## src/logic/startup_cfg_pkg.sv

```systemverilog
// Constants, field positions and carrier types for the startup decoder.
// Assumes switch bit 0 is switch 1 of each bank and on reads as one.
// How it works
// - Strategy number is sum of switch weights.
// - All strategy switches off loads no strategy.
// - Task-halt switch adds task and database halts.
// - Relay closed when healthy; opens on failure, alarm.
// - Node address switch 1 LSB, switch 8 MSB.
// - Comms switch 1 picks binary or Modbus.
// - Comms switch 2 selects external bus, ignores 1.
// - Medium jumper fitted means RS485, else RS422.
// - Binary address accepted only from 0 to 127.
// - I/O outputs start killed at power-up.
// - Bus starts first; outputs unwritten until tasks run.
// - Warm: run intact RAM, else tepid reload.
// - Cold: nonvolatile, then strategy, then empty database.
// - Both start switches on and no peer time takes the alternative warm path.
// - Every loaded database is sumchecked before use.
// - Strategies are numbered one to four.
// - Both start switches off: idle, no load.
// - Warm only: resume, else tepid, else clear, idle.
// - Cold only: nonvolatile load only with exactly one file.
// - Both on with peer time: short outage warm, long outage cold.
package startup_cfg_pkg;

   // ------------------------------------------------------------
   // Switch positions in the configuration bank
   // ------------------------------------------------------------
   localparam int SW_COMM1 = 0;
   localparam int SW_COMM2 = 1;
   localparam int SW_COLD = 2;
   localparam int SW_WARM = 3;
   localparam int SW_TASK_WD = 4;
   localparam int SW_STRAT0 = 5;
   localparam int STRAT_SW_N = 3;

   // ------------------------------------------------------------
   // Values and limits
   // ------------------------------------------------------------
   localparam logic [2:0] STRAT_W [STRAT_SW_N] = '{3'h1, 3'h2, 3'h4};
   localparam logic [2:0] STRAT_NONE = 3'h0;
   localparam logic [2:0] STRAT_MAX = 3'h4;
   localparam logic [7:0] NODE_RSVD_LO = 8'h00;
   localparam logic [7:0] NODE_RSVD_HI = 8'hff;
   localparam logic [7:0] BIN_ADDR_MAX = 8'h7f;
   localparam logic [7:0] RUN_FILES_ONE = 8'h01;

   // ------------------------------------------------------------
   // Types
   // ------------------------------------------------------------
   typedef enum logic [2:0] {
      SRC_NONE, SRC_RAM, SRC_TEPID, SRC_NV, SRC_STRAT, SRC_CLEAR, SRC_EMPTY
   } db_src_t;

   typedef struct packed {
      logic cold;
      logic warm;
      logic task_wd;
   } start_cfg_t;

   typedef struct packed {
      logic modbus;
      logic ext_isb;
      logic rs485;
   } comms_t;

   localparam start_cfg_t START_CFG_RST = '0;
   localparam comms_t COMMS_RST = '0;

endpackage

```

## src/logic/startup_config_decoder.sv

```systemverilog
// Startup configuration decoder and database acquisition sequencer.
// Assumes load and sumcheck engines answer each go pulse with one done.
`timescale 1ns/1ns
`default_nettype none
module startup_config_decoder
   import startup_cfg_pkg::*;
(
   input wire logic sys_clk,
   input wire logic nrst,
   input wire logic [7:0] config_switchbank_a,
   input wire logic [7:0] node_address_switchbank,
   input wire logic medium_jumper,
   input wire logic [7:0] instr_no,
   input wire logic cpu_healthy,
   input wire logic user_alarm_flag,
   input wire logic task_stopped,
   input wire logic db_halt,
   input wire logic peer_time_valid,
   input wire logic [15:0] outage_time,
   input wire logic [15:0] cold_start_threshold,
   input wire logic [7:0] run_file_count,
   input wire logic load_done,
   input wire logic load_ok,
   input wire logic sum_done,
   input wire logic sum_ok,
   output logic cfg_valid,
   output logic [2:0] strategy_num,
   output logic [7:0] node_addr,
   output logic node_addr_bad,
   output comms_t comms,
   output logic [6:0] bin_addr,
   output logic bin_addr_ok,
   output logic isb_enable,
   output logic outputs_killed,
   output logic tasks_run,
   output logic startup_idle,
   output logic load_go,
   output db_src_t load_src,
   output logic sum_go,
   output logic relay_closed
);

   // ------------------------------------------------------------
   // Configuration capture
   // ------------------------------------------------------------
   start_cfg_t scfg;
   start_cfg_t next_scfg;
   logic next_cfg_valid;
   logic [2:0] next_strategy_num;
   logic [7:0] next_node_addr;
   logic next_node_addr_bad;
   comms_t next_comms;
   logic [6:0] next_bin_addr;
   logic next_bin_addr_ok;

   always_comb
   begin
      next_scfg = scfg;
      next_cfg_valid = 1'b1;
      next_strategy_num = strategy_num;
      next_node_addr = node_addr;
      next_node_addr_bad = node_addr_bad;
      next_comms = comms;
      if (!cfg_valid)
      begin
         next_scfg.cold = config_switchbank_a[SW_COLD];
         next_scfg.warm = config_switchbank_a[SW_WARM];
         next_scfg.task_wd = config_switchbank_a[SW_TASK_WD];
         next_strategy_num = STRAT_NONE;
         for (int i = 0; i < STRAT_SW_N; i++)
         begin
            if (config_switchbank_a[SW_STRAT0 + i])
               next_strategy_num = 3'(next_strategy_num + STRAT_W[i]);
         end
         next_node_addr = node_address_switchbank;
         next_node_addr_bad = (node_address_switchbank == NODE_RSVD_LO) ||
                              (node_address_switchbank == NODE_RSVD_HI);
         next_comms.ext_isb = config_switchbank_a[SW_COMM2];
         next_comms.modbus = !config_switchbank_a[SW_COMM2] &&
                             config_switchbank_a[SW_COMM1];
         next_comms.rs485 = medium_jumper;
      end
      next_bin_addr = bin_addr;
      next_bin_addr_ok = 1'b0;
      if (cfg_valid && !comms.modbus && !comms.ext_isb && instr_no <= BIN_ADDR_MAX)
      begin
         next_bin_addr = instr_no[6:0];
         next_bin_addr_ok = 1'b1;
      end
   end

   always_ff @(posedge sys_clk or negedge nrst)
   begin
      if (!nrst)
      begin
         scfg <= START_CFG_RST;
         cfg_valid <= 1'b0;
         strategy_num <= STRAT_NONE;
         node_addr <= NODE_RSVD_LO;
         node_addr_bad <= 1'b0;
         comms <= COMMS_RST;
         bin_addr <= 7'h00;
         bin_addr_ok <= 1'b0;
      end
      else
      begin
         scfg <= next_scfg;
         cfg_valid <= next_cfg_valid;
         strategy_num <= next_strategy_num;
         node_addr <= next_node_addr;
         node_addr_bad <= next_node_addr_bad;
         comms <= next_comms;
         bin_addr <= next_bin_addr;
         bin_addr_ok <= next_bin_addr_ok;
      end
   end

   // ------------------------------------------------------------
   // Database acquisition sequencer
   // ------------------------------------------------------------
   typedef enum logic [3:0] {
      S_SAMPLE, S_ISB, S_DECIDE, S_WARM, S_TEPID, S_CLEAR, S_COLD,
      S_STRAT, S_EMPTY, S_SUM, S_RUN, S_IDLE
   } seq_state_t;

   seq_state_t state;
   seq_state_t next_state;
   logic sent;
   logic next_sent;
   logic next_isb_enable;
   logic next_tasks_run;
   logic next_startup_idle;
   logic next_load_go;
   db_src_t next_load_src;
   logic next_sum_go;
   logic short_outage;

   assign short_outage = outage_time < cold_start_threshold;

   always_comb
   begin
      next_state = state;
      next_sent = sent;
      next_isb_enable = isb_enable;
      next_tasks_run = tasks_run;
      next_startup_idle = startup_idle;
      next_load_go = 1'b0;
      next_load_src = load_src;
      next_sum_go = 1'b0;
      unique case (state)
         S_SAMPLE:
            next_state = S_ISB;
         S_ISB:
         begin
            next_isb_enable = 1'b1;
            next_state = S_DECIDE;
         end
         S_DECIDE:
         begin
            if (!scfg.cold && !scfg.warm)
               next_state = S_IDLE;
            else if (!scfg.cold)
               next_state = S_WARM;
            else if (!scfg.warm)
               next_state = S_COLD;
            else if (!peer_time_valid)
               next_state = S_TEPID;
            else if (short_outage)
               next_state = S_WARM;
            else
               next_state = S_COLD;
         end
         S_WARM:
         begin
            if (!sent)
            begin
               next_sum_go = 1'b1;
               next_load_src = SRC_RAM;
               next_sent = 1'b1;
            end
            else if (sum_done)
            begin
               next_sent = 1'b0;
               next_state = sum_ok ? S_RUN : S_TEPID;
            end
         end
         S_TEPID:
         begin
            if (!sent)
            begin
               next_load_go = 1'b1;
               next_load_src = SRC_TEPID;
               next_sent = 1'b1;
            end
            else if (load_done)
            begin
               next_sent = 1'b0;
               next_state = load_ok ? S_SUM : S_CLEAR;
            end
         end
         S_CLEAR:
         begin
            if (!sent)
            begin
               next_load_go = 1'b1;
               next_load_src = SRC_CLEAR;
               next_sent = 1'b1;
            end
            else if (load_done)
            begin
               next_sent = 1'b0;
               next_state = scfg.cold ? S_COLD : S_IDLE;
            end
         end
         S_COLD:
         begin
            if (run_file_count != RUN_FILES_ONE)
               next_state = S_STRAT;
            else if (!sent)
            begin
               next_load_go = 1'b1;
               next_load_src = SRC_NV;
               next_sent = 1'b1;
            end
            else if (load_done)
            begin
               next_sent = 1'b0;
               next_state = load_ok ? S_SUM : S_STRAT;
            end
         end
         S_STRAT:
         begin
            if (strategy_num == STRAT_NONE)
               next_state = S_IDLE;
            else if (strategy_num > STRAT_MAX)
               next_state = S_EMPTY;
            else if (!sent)
            begin
               next_load_go = 1'b1;
               next_load_src = SRC_STRAT;
               next_sent = 1'b1;
            end
            else if (load_done)
            begin
               next_sent = 1'b0;
               next_state = load_ok ? S_SUM : S_EMPTY;
            end
         end
         S_EMPTY:
         begin
            if (!sent)
            begin
               next_load_go = 1'b1;
               next_load_src = SRC_EMPTY;
               next_sent = 1'b1;
            end
            else if (load_done)
            begin
               next_sent = 1'b0;
               next_state = S_SUM;
            end
         end
         S_SUM:
         begin
            if (!sent)
            begin
               next_sum_go = 1'b1;
               next_sent = 1'b1;
            end
            else if (sum_done)
            begin
               next_sent = 1'b0;
               next_state = sum_ok ? S_RUN : S_IDLE;
            end
         end
         S_RUN:
            next_tasks_run = 1'b1;
         S_IDLE:
            next_startup_idle = 1'b1;
      endcase
   end

   always_ff @(posedge sys_clk or negedge nrst)
   begin
      if (!nrst)
      begin
         state <= S_SAMPLE;
         sent <= 1'b0;
         isb_enable <= 1'b0;
         tasks_run <= 1'b0;
         startup_idle <= 1'b0;
         outputs_killed <= 1'b1;
         load_go <= 1'b0;
         load_src <= SRC_NONE;
         sum_go <= 1'b0;
      end
      else
      begin
         state <= next_state;
         sent <= next_sent;
         isb_enable <= next_isb_enable;
         tasks_run <= next_tasks_run;
         startup_idle <= next_startup_idle;
         outputs_killed <= !next_tasks_run;
         load_go <= next_load_go;
         load_src <= next_load_src;
         sum_go <= next_sum_go;
      end
   end

   // ------------------------------------------------------------
   // Watchdog relay
   // ------------------------------------------------------------
   watchdog_relay u_relay (
      .sys_clk(sys_clk),
      .nrst(nrst),
      .task_wd(scfg.task_wd),
      .cpu_healthy(cpu_healthy),
      .user_alarm_flag(user_alarm_flag),
      .task_stopped(task_stopped),
      .db_halt(db_halt),
      .relay_closed(relay_closed)
   );

   // ------------------------------------------------------------
   // Checks
   // ------------------------------------------------------------
   property p_strat_sum;
      @(posedge sys_clk) disable iff (!nrst)
      $rose(cfg_valid) |-> strategy_num ==
         3'({2'b00, $past(config_switchbank_a[5])} +
            {1'b0, $past(config_switchbank_a[6]), 1'b0} +
            {$past(config_switchbank_a[7]), 2'b00});
   endproperty
   a_strat_sum: assert property (p_strat_sum)
      else $error("Strategy number is not the weighted switch sum.");

   property p_no_strat;
      @(posedge sys_clk) disable iff (!nrst)
      (load_go && load_src == SRC_STRAT) |->
         (strategy_num != STRAT_NONE && strategy_num <= STRAT_MAX);
   endproperty
   a_no_strat: assert property (p_no_strat)
      else $error("Strategy load issued with no valid strategy.");

   property p_node;
      @(posedge sys_clk) disable iff (!nrst)
      $rose(cfg_valid) |-> node_addr == $past(node_address_switchbank);
   endproperty
   a_node: assert property (p_node)
      else $error("Node address differs from the switchbank.");

   property p_comms;
      @(posedge sys_clk) disable iff (!nrst)
      $rose(cfg_valid) |-> comms.modbus ==
         (!$past(config_switchbank_a[1]) && $past(config_switchbank_a[0]));
   endproperty
   a_comms: assert property (p_comms)
      else $error("Protocol select does not follow the comms switches.");

   property p_killed;
      @(posedge sys_clk) disable iff (!nrst)
      !tasks_run |-> (outputs_killed && (isb_enable || state <= S_ISB));
   endproperty
   a_killed: assert property (p_killed)
      else $error("Outputs released or bus off before tasks run.");

   property p_sum_first;
      @(posedge sys_clk) disable iff (!nrst)
      $rose(tasks_run) |-> $past(state, 2) inside {S_SUM, S_WARM};
   endproperty
   a_sum_first: assert property (p_sum_first)
      else $error("Tasks started without a passing sumcheck.");

   property p_idle_off;
      @(posedge sys_clk) disable iff (!nrst)
      (cfg_valid && !scfg.cold && !scfg.warm) |-> !load_go && !sum_go;
   endproperty
   a_idle_off: assert property (p_idle_off)
      else $error("Database acquired with both start switches off.");

   property p_hold;
      @(posedge sys_clk) disable iff (!nrst)
      (cfg_valid && $past(cfg_valid)) |-> $stable(node_addr) && $stable(scfg);
   endproperty
   a_hold: assert property (p_hold)
      else $error("Configuration changed after capture.");

endmodule
`default_nettype wire

```

## src/logic/watchdog_relay.sv

```systemverilog
// Watchdog relay drive for the startup decoder.
// Assumes the health, alarm and halt levels are synchronous to sys_clk.
`timescale 1ns/1ns
`default_nettype none
module watchdog_relay
   import startup_cfg_pkg::*;
(
   input wire logic sys_clk,
   input wire logic nrst,
   input wire logic task_wd,
   input wire logic cpu_healthy,
   input wire logic user_alarm_flag,
   input wire logic task_stopped,
   input wire logic db_halt,
   output logic relay_closed
);

   logic next_relay_closed;

   // ------------------------------------------------------------
   // Relay decision
   // ------------------------------------------------------------
   always_comb
   begin
      next_relay_closed = cpu_healthy && !user_alarm_flag;
      if (task_wd && (task_stopped || db_halt))
      begin
         next_relay_closed = 1'b0;
      end
   end

   always_ff @(posedge sys_clk or negedge nrst)
   begin
      if (!nrst)
         relay_closed <= 1'b0;
      else
         relay_closed <= next_relay_closed;
   end

   // ------------------------------------------------------------
   // Checks
   // ------------------------------------------------------------
   property p_relay_fail;
      @(posedge sys_clk) disable iff (!nrst)
      (!cpu_healthy || user_alarm_flag) |=> !relay_closed;
   endproperty
   a_relay_fail: assert property (p_relay_fail)
      else $error("Relay closed on failure or alarm.");

   property p_relay_halt;
      @(posedge sys_clk) disable iff (!nrst)
      (task_wd && (task_stopped || db_halt)) |=> !relay_closed;
   endproperty
   a_relay_halt: assert property (p_relay_halt)
      else $error("Relay closed on halt with watchdog switch on.");

   property p_relay_ignore;
      @(posedge sys_clk) disable iff (!nrst)
      (!task_wd && cpu_healthy && !user_alarm_flag) |=> relay_closed;
   endproperty
   a_relay_ignore: assert property (p_relay_ignore)
      else $error("Relay opened on halt with watchdog switch off.");

endmodule
`default_nettype wire

```

## config.mk

```make
export PLATFORM = sky130hd
export DESIGN_NAME = startup_config_decoder
export DESIGN_NICKNAME = d
export VERILOG_FILES = /design/src/logic/startup_cfg_pkg.sv /design/src/logic/startup_config_decoder.sv /design/src/logic/watchdog_relay.sv
export SDC_FILE = /design/constraint.sdc
export NUM_CORES = 1
export LEC_CHECK = 0
export ABC_AREA = 1
export CELL_PAD_IN_SITES_DETAIL_PLACEMENT = 1
export CELL_PAD_IN_SITES_GLOBAL_PLACEMENT = 1
export CORE_MARGIN = 4
export CORE_UTILIZATION = 24
export CTS_CLUSTER_DIAMETER = 50
export DETAILED_ROUTE_END_ITERATION = 10
export DONT_BUFFER_PORTS = 1
export PLACE_DENSITY_LB_ADDON = 0.2
export SLEW_MARGIN = 20
export SYNTH_ARGS = -nofsm -noshare
export SYNTH_HDL_FRONTEND = slang
export SYNTH_HIERARCHICAL = 1
export SYNTH_SLANG_ARGS = --single-unit
export TNS_END_PERCENT = 5
```

## constraint.sdc

```tcl
create_clock -name sys_clk -period 4.4 [get_ports sys_clk]
set_clock_uncertainty 0.1 [all_clocks]
set_input_delay 0.88 -clock sys_clk [delete_from_list [all_inputs] [get_ports sys_clk]]
set_output_delay 0.88 -clock sys_clk [all_outputs]
set_load 0.005 [all_outputs]
```

# --- Word level (Yosys, flattened, before mapping) ---
# Cells that the tools add are included.
# W data, S select, Z words.
word_totals:
  regBits: 42
  input_bits: 76
  out_inout_bits: 34
  word_cells: 151
op_classes:
  n_addsub: 2
  order_cmp: 3
  eq_ne: 36
  mux: 61
  reduce_logical: 27
ops:
  columns: ["cell", "n"]
  rows:
  - ["$mux W4", 22]
  - ["$mux W3", 17]
  - ["$pmux W4 S10", 1]
  - ["$ne A2 B2 Y1 const B", 19]
  - ["$mux W1", 18]
  - ["$pmux W3 S6", 1]
  - ["$eq A4 B3 Y1 const B", 4]
  - ["$eq A4 B4 Y1 const B", 4]
  - ["$lt A16 B16 Y1", 1]
  - ["$reduce_and A15 Y1", 1]
  - ["$reduce_and A10 Y1", 1]
  - ["$reduce_bool A10 Y1", 1]
  - ["$eq A4 B2 Y1 const B", 2]
  - ["$eq A8 B8 Y1 const B", 1]
  - ["$le A8 B7 Y1 const B", 1]
  - ["$logic_not A8 Y1", 1]
  - ["$ne A4 B4 Y1 const B", 2]
  - ["$ne A8 B1 Y1 const B", 1]
  - ["$logic_and A1 B1 Y1", 7]
  - ["$logic_not A1 Y1", 7]
  - ["$ne A3 B3 Y1 const B", 2]
  - ["$reduce_bool A6 Y1", 1]
  - ["$eq A4 B1 Y1 const B", 1]
  - ["$logic_not A4 Y1", 1]
  - ["other kinds (11)", 12]

# --- Longest topological paths before layout ---
# Gate-level depths: netlist of the first run.
depth:
  depth_word: 7
  ltp_mapped: 14

# --- By module ---
# The synthesis of the first run kept the hierarchy.
by_module_without_submodules:
  columns: ["mod", "n_inst", "cells_each", "area_per_inst_um2", "seq_area_each_um2"]
  rows:
  - ["startup_config_decoder", 1, 336, 2483.6, 1027.2]
  - ["watchdog_relay", 1, 7, 47.5, 25.0]

# --- Least setup slack after synthesis of the first run ---
# OpenSTA, ideal clock, no wires.
synth_timing:
  kind: "input to register"
  start: "in cold_start_threshold[5]"
  end: "reg state[2]"
  setup_ps: 116
  arrival_time_ps: 1804
  required_ps: 4184
  path_slack_ps: 2380
  cell_stages: 12
  path_buffers: 0
  cell_sequence: "inv_1 ha_1 a21oi_1 nor2_1 nor3_1 nand2_1 nand2_1 nand2_1 nand3_1 nand2_1 nand2_1 nand2_1"
synth_via:
  elab_chain_len: 7
synth_rtl:
  columns: ["item", "line", "rtl"]
  rows:
  - ["start, declared", "startup_config_decoder.sv:20", "input wire logic [15:0] cold_start_threshold,"]
  - ["$lt A16 B16 Y1", "startup_config_decoder.sv:138", "assign short_outage = outage_time < cold_start_threshold;"]
  - ["$mux W3", "startup_config_decoder.sv:168", "else if (short_outage)"]
  - ["$mux W3", "startup_config_decoder.sv:166", "else if (!peer_time_valid)"]
  - ["$mux W3", "startup_config_decoder.sv:164", "else if (!scfg.warm)"]
  - ["$mux W3", "startup_config_decoder.sv:162", "else if (!scfg.cold)"]
  - ["$mux W4", "startup_config_decoder.sv:160", "if (!scfg.cold && !scfg.warm)"]
  - ["$pmux W4 S10", "startup_config_decoder.sv:150", "unique case (state)"]
  - ["end signal, assigned", "startup_config_decoder.sv:299", "state <= next_state;"]
  - ["end, declared", "startup_config_decoder.sv:126", "seq_state_t state;"]
# No other way between the ends.
# A chain may end at the register's enable or synchronous reset.

# --- Worst setup path in the final report of the first run ---
layout_timing:
  start: "reg strategy_num[1]"
  end: "reg state[3]"
layout_via:
  elab_chain_len: 4
layout_rtl:
  columns: ["item", "line", "rtl"]
  rows:
  - ["start, declared", "startup_config_decoder.sv:27", "output logic [2:0] strategy_num,"]
  - ["start signal, assigned", "startup_config_decoder.sv:109", "strategy_num <= next_strategy_num;"]
  - ["$gt A3 B3 Y1", "startup_config_decoder.sv:235", "else if (strategy_num > STRAT_MAX)"]
  - ["$mux W4", "startup_config_decoder.sv:235", null]
  - ["$mux W4", "startup_config_decoder.sv:233", "if (strategy_num == STRAT_NONE)"]
  - ["$pmux W4 S10", "startup_config_decoder.sv:150", null]
# Parallel ways exist; a longest one is shown, timed or not.

==> results of run 1 <==
[per-stage QoR]
step / setup WS [ps] / area [sq um] / instances
after floorplan: 2380 / 2530 / 343
after global placement: 2180 / 2690 / 476
after detailed placement: 2150 / 2690 / 476
after CTS: 2370 / 2770 / 484
after global routing: 2200 / 2770 / 484
final: 2400 / 2770 / 484
[power by group]
part | switching, W | total [W] | internal, W
clock | 0.000144 | 0.000257 | 0.000112
combinational | 0.000298 | 0.000455 | 0.000157
sequential | 0.0000896 | 0.000559 | 0.000469
total | 0.000532 | 0.00127 | 0.000739
[routing by layer]
layer  up-vias  global-route usage
li1       1088                   -
met1      1007               0.141
met2        75               0.187
met3        14              0.0469
met4         0              0.0394
met5         -                   0
[area by class of cell]
type | instances | share of cell area
multi-input cells | 238 | 0.445
flip-flops and latches | 42 | 0.380
inverters | 59 | 0.0799
well taps | 136 | 0.0614
clock buffers | 6 | 0.0262
clock inverters | 2 | 0.00496
repair buffers | 1 | 0.00271
[cells in the mapped netlist]
cell,number,area share
sky130_fd_sc_hd__nor4_1,6,0.015
sky130_fd_sc_hd__o211ai_1,1,0.0030
sky130_fd_sc_hd__o21bai_1,2,0.0059
sky130_fd_sc_hd__o22ai_1,1,0.0025
sky130_fd_sc_hd__nand3_1,13,0.026
sky130_fd_sc_hd__conb_1,1,0.0015
sky130_fd_sc_hd__nor2_4,2,0.0089
sky130_fd_sc_hd__o2111ai_1,1,0.0035
sky130_fd_sc_hd__a21oi_1,19,0.038
sky130_fd_sc_hd__nor3_4,1,0.0064
sky130_fd_sc_hd__nand2_2,3,0.0074
sky130_fd_sc_hd__nor3b_1,2,0.0059
sky130_fd_sc_hd__nor3_1,2,0.0040
sky130_fd_sc_hd__nand2_4,1,0.0044
sky130_fd_sc_hd__a211oi_1,2,0.0059
sky130_fd_sc_hd__or2_1,1,0.0025
sky130_fd_sc_hd__nor2_2,4,0.0099
sky130_fd_sc_hd__nor2_1,38,0.056
sky130_fd_sc_hd__dfstp_2,1,0.010
sky130_fd_sc_hd__o21ai_1,4,0.0079
sky130_fd_sc_hd__ha_1,15,0.074
sky130_fd_sc_hd__o21ai_0,19,0.038
sky130_fd_sc_hd__nand4_1,2,0.0049
sky130_fd_sc_hd__nand2_1,94,0.14
sky130_fd_sc_hd__nor4_4,1,0.0084
sky130_fd_sc_hd__buf_6,1,0.0044
sky130_fd_sc_hd__dfrtp_1,41,0.41
sky130_fd_sc_hd__inv_1,55,0.082
sky130_fd_sc_hd__o31ai_1,1,0.0030
sky130_fd_sc_hd__o21a_1,1,0.0030
sky130_fd_sc_hd__inv_2,4,0.0059
sky130_fd_sc_hd__a21oi_2,1,0.0035
sky130_fd_sc_hd__clkbuf_1,3,0.0044
[path summary, 6_finish.rpt]
path,start,to,cells past startpoint
min reg2reg,tasks_run,outputs_killed,1
min in group sys_clk,tasks_run,outputs_killed,1
min,nrst,node_addr_bad,0
max reg2reg,strategy_num[1],state[3],8
max in group asynchronous,nrst,outputs_killed,0
max,strategy_num[1],state[3],8
[critical path, cell delays in order (launching register included)]
cell and delay (ps):
sky130_fd_sc_hd__dfrtp_1 430, sky130_fd_sc_hd__o21ai_0 630, sky130_fd_sc_hd__nand4_1 170, sky130_fd_sc_hd__nand3_1 130
sky130_fd_sc_hd__nor2_1 50, sky130_fd_sc_hd__nand2_2 120, sky130_fd_sc_hd__inv_2 70, sky130_fd_sc_hd__o21ai_1 80
sky130_fd_sc_hd__o21ai_1 90
[registers in the layout, indices dropped and copies added, names as in the netlist, 3 cells and up]
register / cells
state: 4
comms: 3
load_src: 3
node_addr: 8
scfg: 3
strategy_num: 3
bin_addr: 7
[logic make-up (layout without fill, tap and decap cells)]
logic type | Yosys count | after routing
and+or+nand+nor | 170 | 170
AOI/OAI and AO/OA | 52 | 52
other | 1 | 1
DFF | 42 | 42
adders and majority gates | 15 | 15
buffers and inverters | 63 | 68
==> metrics, run 1 <==
detailed-routed wire length on met2 3.27 mm; buffer type at the clock tree root sky130_fd_sc_hd__clkbuf_8; number of slew-limit violations in the final report 0; Syn Area/Cell 7.38 sq um; RSZ-0062 raised after global routing no; Fin Hold WS 168 ps; sequential area share after synthesis 0.416; total number of clock tree sinks 42; number of filler instances in the final layout 1295; power density over the cells 458 nW/um^2; aggregate global-route resource usage 0.116; vertical extent of the die 111 um; max-cap violation count 0; adder-cell share of the synthesized area 0.0741; Post-Syn Area 2530 sq um; post-cts resize count 0; Vias per Instance 4.51; DR top layer met4; PnR Total Power 0.00127 W; category of the worst setup path launch point flip-flop; maximum number of pins on one net before global-route repair 43; Unique masters post-synth 33; sum of met3 wire segment lengths after detailed routing 680 um; highest ir drop seen on vdd 0.000152 V; antenna violations before repair 0; post-synthesis sequential element count 42; number of detailed-route iterations in the first pass 4; post-CTS clock slew at the launch and capture registers of the worst setup and hold paths 90 ps; area taken by flip-flops and latches 1050 sq um; basic-gate share of the synthesized area counting and, or, nand and nor cells 0.299; Synth Area in Compound Gates 0.113; number of standard cells after synthesis 343; data required time at the worst endpoint 4480 ps; initial cell density of the core 0.246; wl on met1 2.88 mm; half-perimeter wire length after placement 5.79 mm; commonest cells after routing, fill and taps aside sky130_fd_sc_hd__nand2_1 (94), sky130_fd_sc_hd__inv_1 (55), sky130_fd_sc_hd__dfrtp_1 (41), sky130_fd_sc_hd__nor2_1 (38); maximum clock rate 501 MHz; Top Ports 110; overall overflow remaining after global route 0; Routed Wire Length 7.02 mm; sum of negative setup slack 0 ps; headroom to the max-slew limit 0.493; leakage power of the design 1.41 nW; status finished, final reports clean; Post-Synthesis Net Count 434; number of setup violations in the final report 0; largest family of logic cells by synthesized area simple AND/OR/NAND/NOR gates; RD Place Congestion 0.812; number of rows created at floorplan 37; post-synthesis mux area share 0; routed wirelength normalized by instance count 14.5 um; proportion of layout cells with a drive suffix above 1 0.0747; kind of path behind the tightest hold check input port to async pin; clock buffer depth 2; Port-buffer cells 0; pin slew with the least headroom to its limit 753 ps; most frequent standard cell in the layout excluding fill and tap cells sky130_fd_sc_hd__nand2_1; Ys Warns 6; n_diodes 0; Critical Path Fanout Max 5; number of hold-repair buffers added at the cts stage 0; synthesized-area fraction occupied by xor and xnor cells 0; Via Count 2184; register-to-register setup slack 2400 ps; via count of the first global-routing pass 2392; Final min period 2000 ps; core area 10300 sq um; Setup CP Type flip-flop to flip-flop; utilization after layout 0.270; kind of capture point of the worst setup path flip-flop; number of nets at the end of the flow 438; die width 111 um; Period Utilization, post-route 0.454; number of H-tree levels 2; full die area 12300 sq um; CTS tree yes; signed area change from the synthesized netlist to the final layout 9.54%; global-route wire length before repair 11.8 mm; Post-CTS Setup Repair Bufs 0; remaining antenna violation count after routing 0; TritonCTS Buffers 5; data arrival time of the critical path 2080 ps; Hold Fails Final Rpt 0; DRC violation count after routing 0; later-pin clock latency in the skew report 290 ps; drt first-iter violations 51; area of the multi-input gates 1230 sq um
(Power assumes the default switching activity.)
==> inputs of run 2 (changes only) <==
Settings changed: ABC_AREA 1 to 0.
Clock period 4.4 ns to 2.05 ns, I/O delays scaled along.
==> metrics, run 2 <==
Setup CP Type flip-flop to flip-flop; Syn Area/Cell 10.2 sq um; Comb pwr share 0.429; utilization after layout 0.281; commonest register cell after synthesis sky130_fd_sc_hd__dfrtp_1; number of nets at the end of the flow 356; Vias per Instance 4.85; clock buffer depth 2; Post-Syn Area 2550 sq um; crit path max-delay cell type sky130_fd_sc_hd__dfrtp_1; launch instance of the worst min-delay path instr_no[7]; flip-flop count of the largest register, all copies and words added 8; sequential share of power 0.396; post-synthesis sequential element count 42; Hold Fails Final Rpt 0; data required time at the worst endpoint 2130 ps; number of filler instances in the final layout 1198; power density over the cells 1090 nW/um^2; hold path depth 1; fraction of registers with async set/reset 1.00; register-to-register setup slack 110 ps; number of rows created at floorplan 37; Fin Hold WS 110 ps; routed wirelength normalized by instance count 17.3 um; registers with the highest flip-flop counts node_addr: 8 flops, bin_addr: 7 flops, state: 4 flops; post-CTS clock slew at the launch and capture registers of the worst setup and hold paths 90 ps; number of standard cells after synthesis 251; Layout Cell Area excl Fill 2900 sq um; hold endpoint bin_addr_ok; max-cap violation count 0; CTS tree yes; Final min period 1940 ps; Crit Reg-Reg Startpoint state[2]; number of enable flip-flop cells after synthesis 0; initial cell density of the core 0.247; Ys Warns 6; signed area change from the synthesized netlist to the final layout 13.7%; RD Place Congestion 0.772; buffer type at the clock tree root sky130_fd_sc_hd__clkbuf_8; Switch Pwr 0.00128 W; RSZ-0062 raised after global routing no; endpoint of the lowest-slack register-to-register path state[2]; core area 10300 sq um; total number of clock tree sinks 42; die width 111 um; half-perimeter wire length after placement 5.51 mm; Port-buffer cells 0; via count of the first global-routing pass 2184; kind of capture point of the worst setup path flip-flop; maximum number of pins on one net before global-route repair 43; category of the worst setup path launch point flip-flop; share of total power consumed by net switching 0.402; share of the synthesized area in the top cell type 0.402; post-cts resize count 0; cells taking the most area after synthesis sky130_fd_sc_hd__dfrtp_1 (40%), sky130_fd_sc_hd__ha_1 (7.4%), sky130_fd_sc_hd__mux2_2 (7.1%); sequential area share after synthesis 0.413; headroom to the max-slew limit 0.630; maximum clock rate 516 MHz; full die area 12300 sq um; Unique masters post-synth 55; sum of negative setup slack 0 ps; proportion of layout cells with a drive suffix above 1 0.211; TritonCTS Buffers 5; cell taking the most area after synthesis sky130_fd_sc_hd__dfrtp_1; global-route wire length before repair 11.4 mm; remaining antenna violation count after routing 0; overall overflow remaining after global route 0; number of detailed-route iterations in the first pass 4; internal power component 0.00189 W; top register by number of flip-flops node_addr; pin slew with the least headroom to its limit 553 ps; antenna violations before repair 0; Top Ports 110; kind of path behind the tightest hold check input port to flip-flop; most frequent cell after synthesis sky130_fd_sc_hd__dfrtp_1; n_diodes 0; crit-path max cell delay 500 ps; placed cell area 2780 sq um; later-pin clock latency in the skew report 300 ps; CP cell instances nor2b_1 -> o21bai_1 -> a31oi_2 -> or2_4 -> o32a_1; vertical extent of the die 111 um; number of slew-limit violations in the final report 0; Routed Wire Length 6.94 mm; number of setup violations in the final report 0; part of the total power dissipated in the clock network 0.175; Post-CTS Setup Repair Bufs 0; Via Count 1950; drt first-iter violations 42; highest ir drop seen on vdd 0.000272 V; Critical Path Fanout Max 8; leakage power of the design 1.25 nW; number of H-tree levels 2; DRC violation count after routing 0; data arrival time of the critical path 2020 ps; worst-case reg-to-reg path depth 5; commonest cells after routing, fill and taps aside sky130_fd_sc_hd__dfrtp_1 (41), sky130_fd_sc_hd__inv_1 (22), sky130_fd_sc_hd__mux2_2 (16), sky130_fd_sc_hd__buf_4 (16); Post-Synthesis Net Count 342; most frequent standard cell in the layout excluding fill and tap cells sky130_fd_sc_hd__dfrtp_1; status finished, final reports clean; list of most frequent post-synthesis cells sky130_fd_sc_hd__dfrtp_1 (41), sky130_fd_sc_hd__inv_1 (22), sky130_fd_sc_hd__mux2_2 (16); aggregate global-route resource usage 0.115; Period Utilization, post-route 0.946
run 2: cell types whose count changed after synthesis, moves of 5 or more:
cell,change
sky130_fd_sc_hd__nand2_1,-79
sky130_fd_sc_hd__nand3_1,-9
sky130_fd_sc_hd__nor2_1,-27
sky130_fd_sc_hd__mux2_1,+10
sky130_fd_sc_hd__mux2_2,+16
sky130_fd_sc_hd__a21oi_1,-5
sky130_fd_sc_hd__nand2b_1,+6
sky130_fd_sc_hd__inv_1,-33
sky130_fd_sc_hd__o21ai_0,-9
run 2: worst max-delay path by stage:
stage	start	endpoint	slack [ps]	cells past startpoint
2_1_floorplan	cold_start_threshold[1]	state[2]	210	6
3_3_place_gp	cold_start_threshold[1]	state[2]	80	6
3_5_place_dp	cold_start_threshold[1]	state[2]	50	6
4_1_cts	state[2]	state[2]	100	5
5_1_grt	state[2]	state[2]	10	5
6_report	state[2]	state[2]	110	5
run 2: area by class of cell:
class | count | area (sq um) | area share
clock inverters | 2 | 13.8 | 0.00475
inverters | 25 | 93.8 | 0.0324
flip-flops and latches | 42 | 1050 | 0.363
clock buffers | 6 | 72.6 | 0.0250
repair buffers | 18 | 158 | 0.0544
multi-input cells | 173 | 1340 | 0.462
well taps | 136 | 170 | 0.0587
run 2: power by group through the flow:
| stage | Combinational, W | Clock (W) | Sequential [W] |
|---|---|---|---|
| 6_report | 0.00136 | 0.000555 | 0.00125 |
| 5_1_grt | 0.00152 | 0.000635 | 0.00129 |
| 4_1_cts | 0.00138 | 0.000589 | 0.00127 |
| 3_5_place_dp | 0.00134 | 0 | 0.00129 |
| 3_3_place_gp | 0.00135 | 0 | 0.00129 |
| 2_1_floorplan | 0.00107 | 0 | 0.00114 |
run 2: layer usage:
| metal | vias to the layer above | part of all wire | track usage |
|---|---|---|---|
| met5 | - | 0 | 0 |
| met4 | 0 | 0.010 | 0.0316 |
| met3 | 4 | 0.069 | 0.0371 |
| met2 | 58 | 0.51 | 0.201 |
| met1 | 952 | 0.41 | 0.134 |
| li1 | 936 | - | - |
run 2: worst max-delay path: cells and delay by family (launching register included):
kind	cells	cell delay, ps
flip-flops	1	500
AO/OA/AOI/OAI	3	700
AND/OR/NAND/NOR	2	520
run 2: stage by stage:
stage | setup slack [ps] | total power, W | cells
3_3_place_gp | 81.6 | 0.00264 | 392
6_report | 111 | 0.00317 | 402
4_1_cts | 96.0 | 0.00323 | 402
2_1_floorplan | 212 | 0.00220 | 251
3_5_place_dp | 47.7 | 0.00263 | 392
5_1_grt | 11.8 | 0.00345 | 402
run 2: logic make-up after synthesis:
logic type	synth area share
other cells	0.00147
flops	0.413
mux	0.119
buf+inv	0.0623
simple gates	0.160
fa+ha+maj	0.0736
compound gates	0.171
run 2: what timing repair did:
item                                   CTS  global route
setup endpoints to repair                0             0
hold buffers                             2             0
endpoints found under the hold margin   42             0
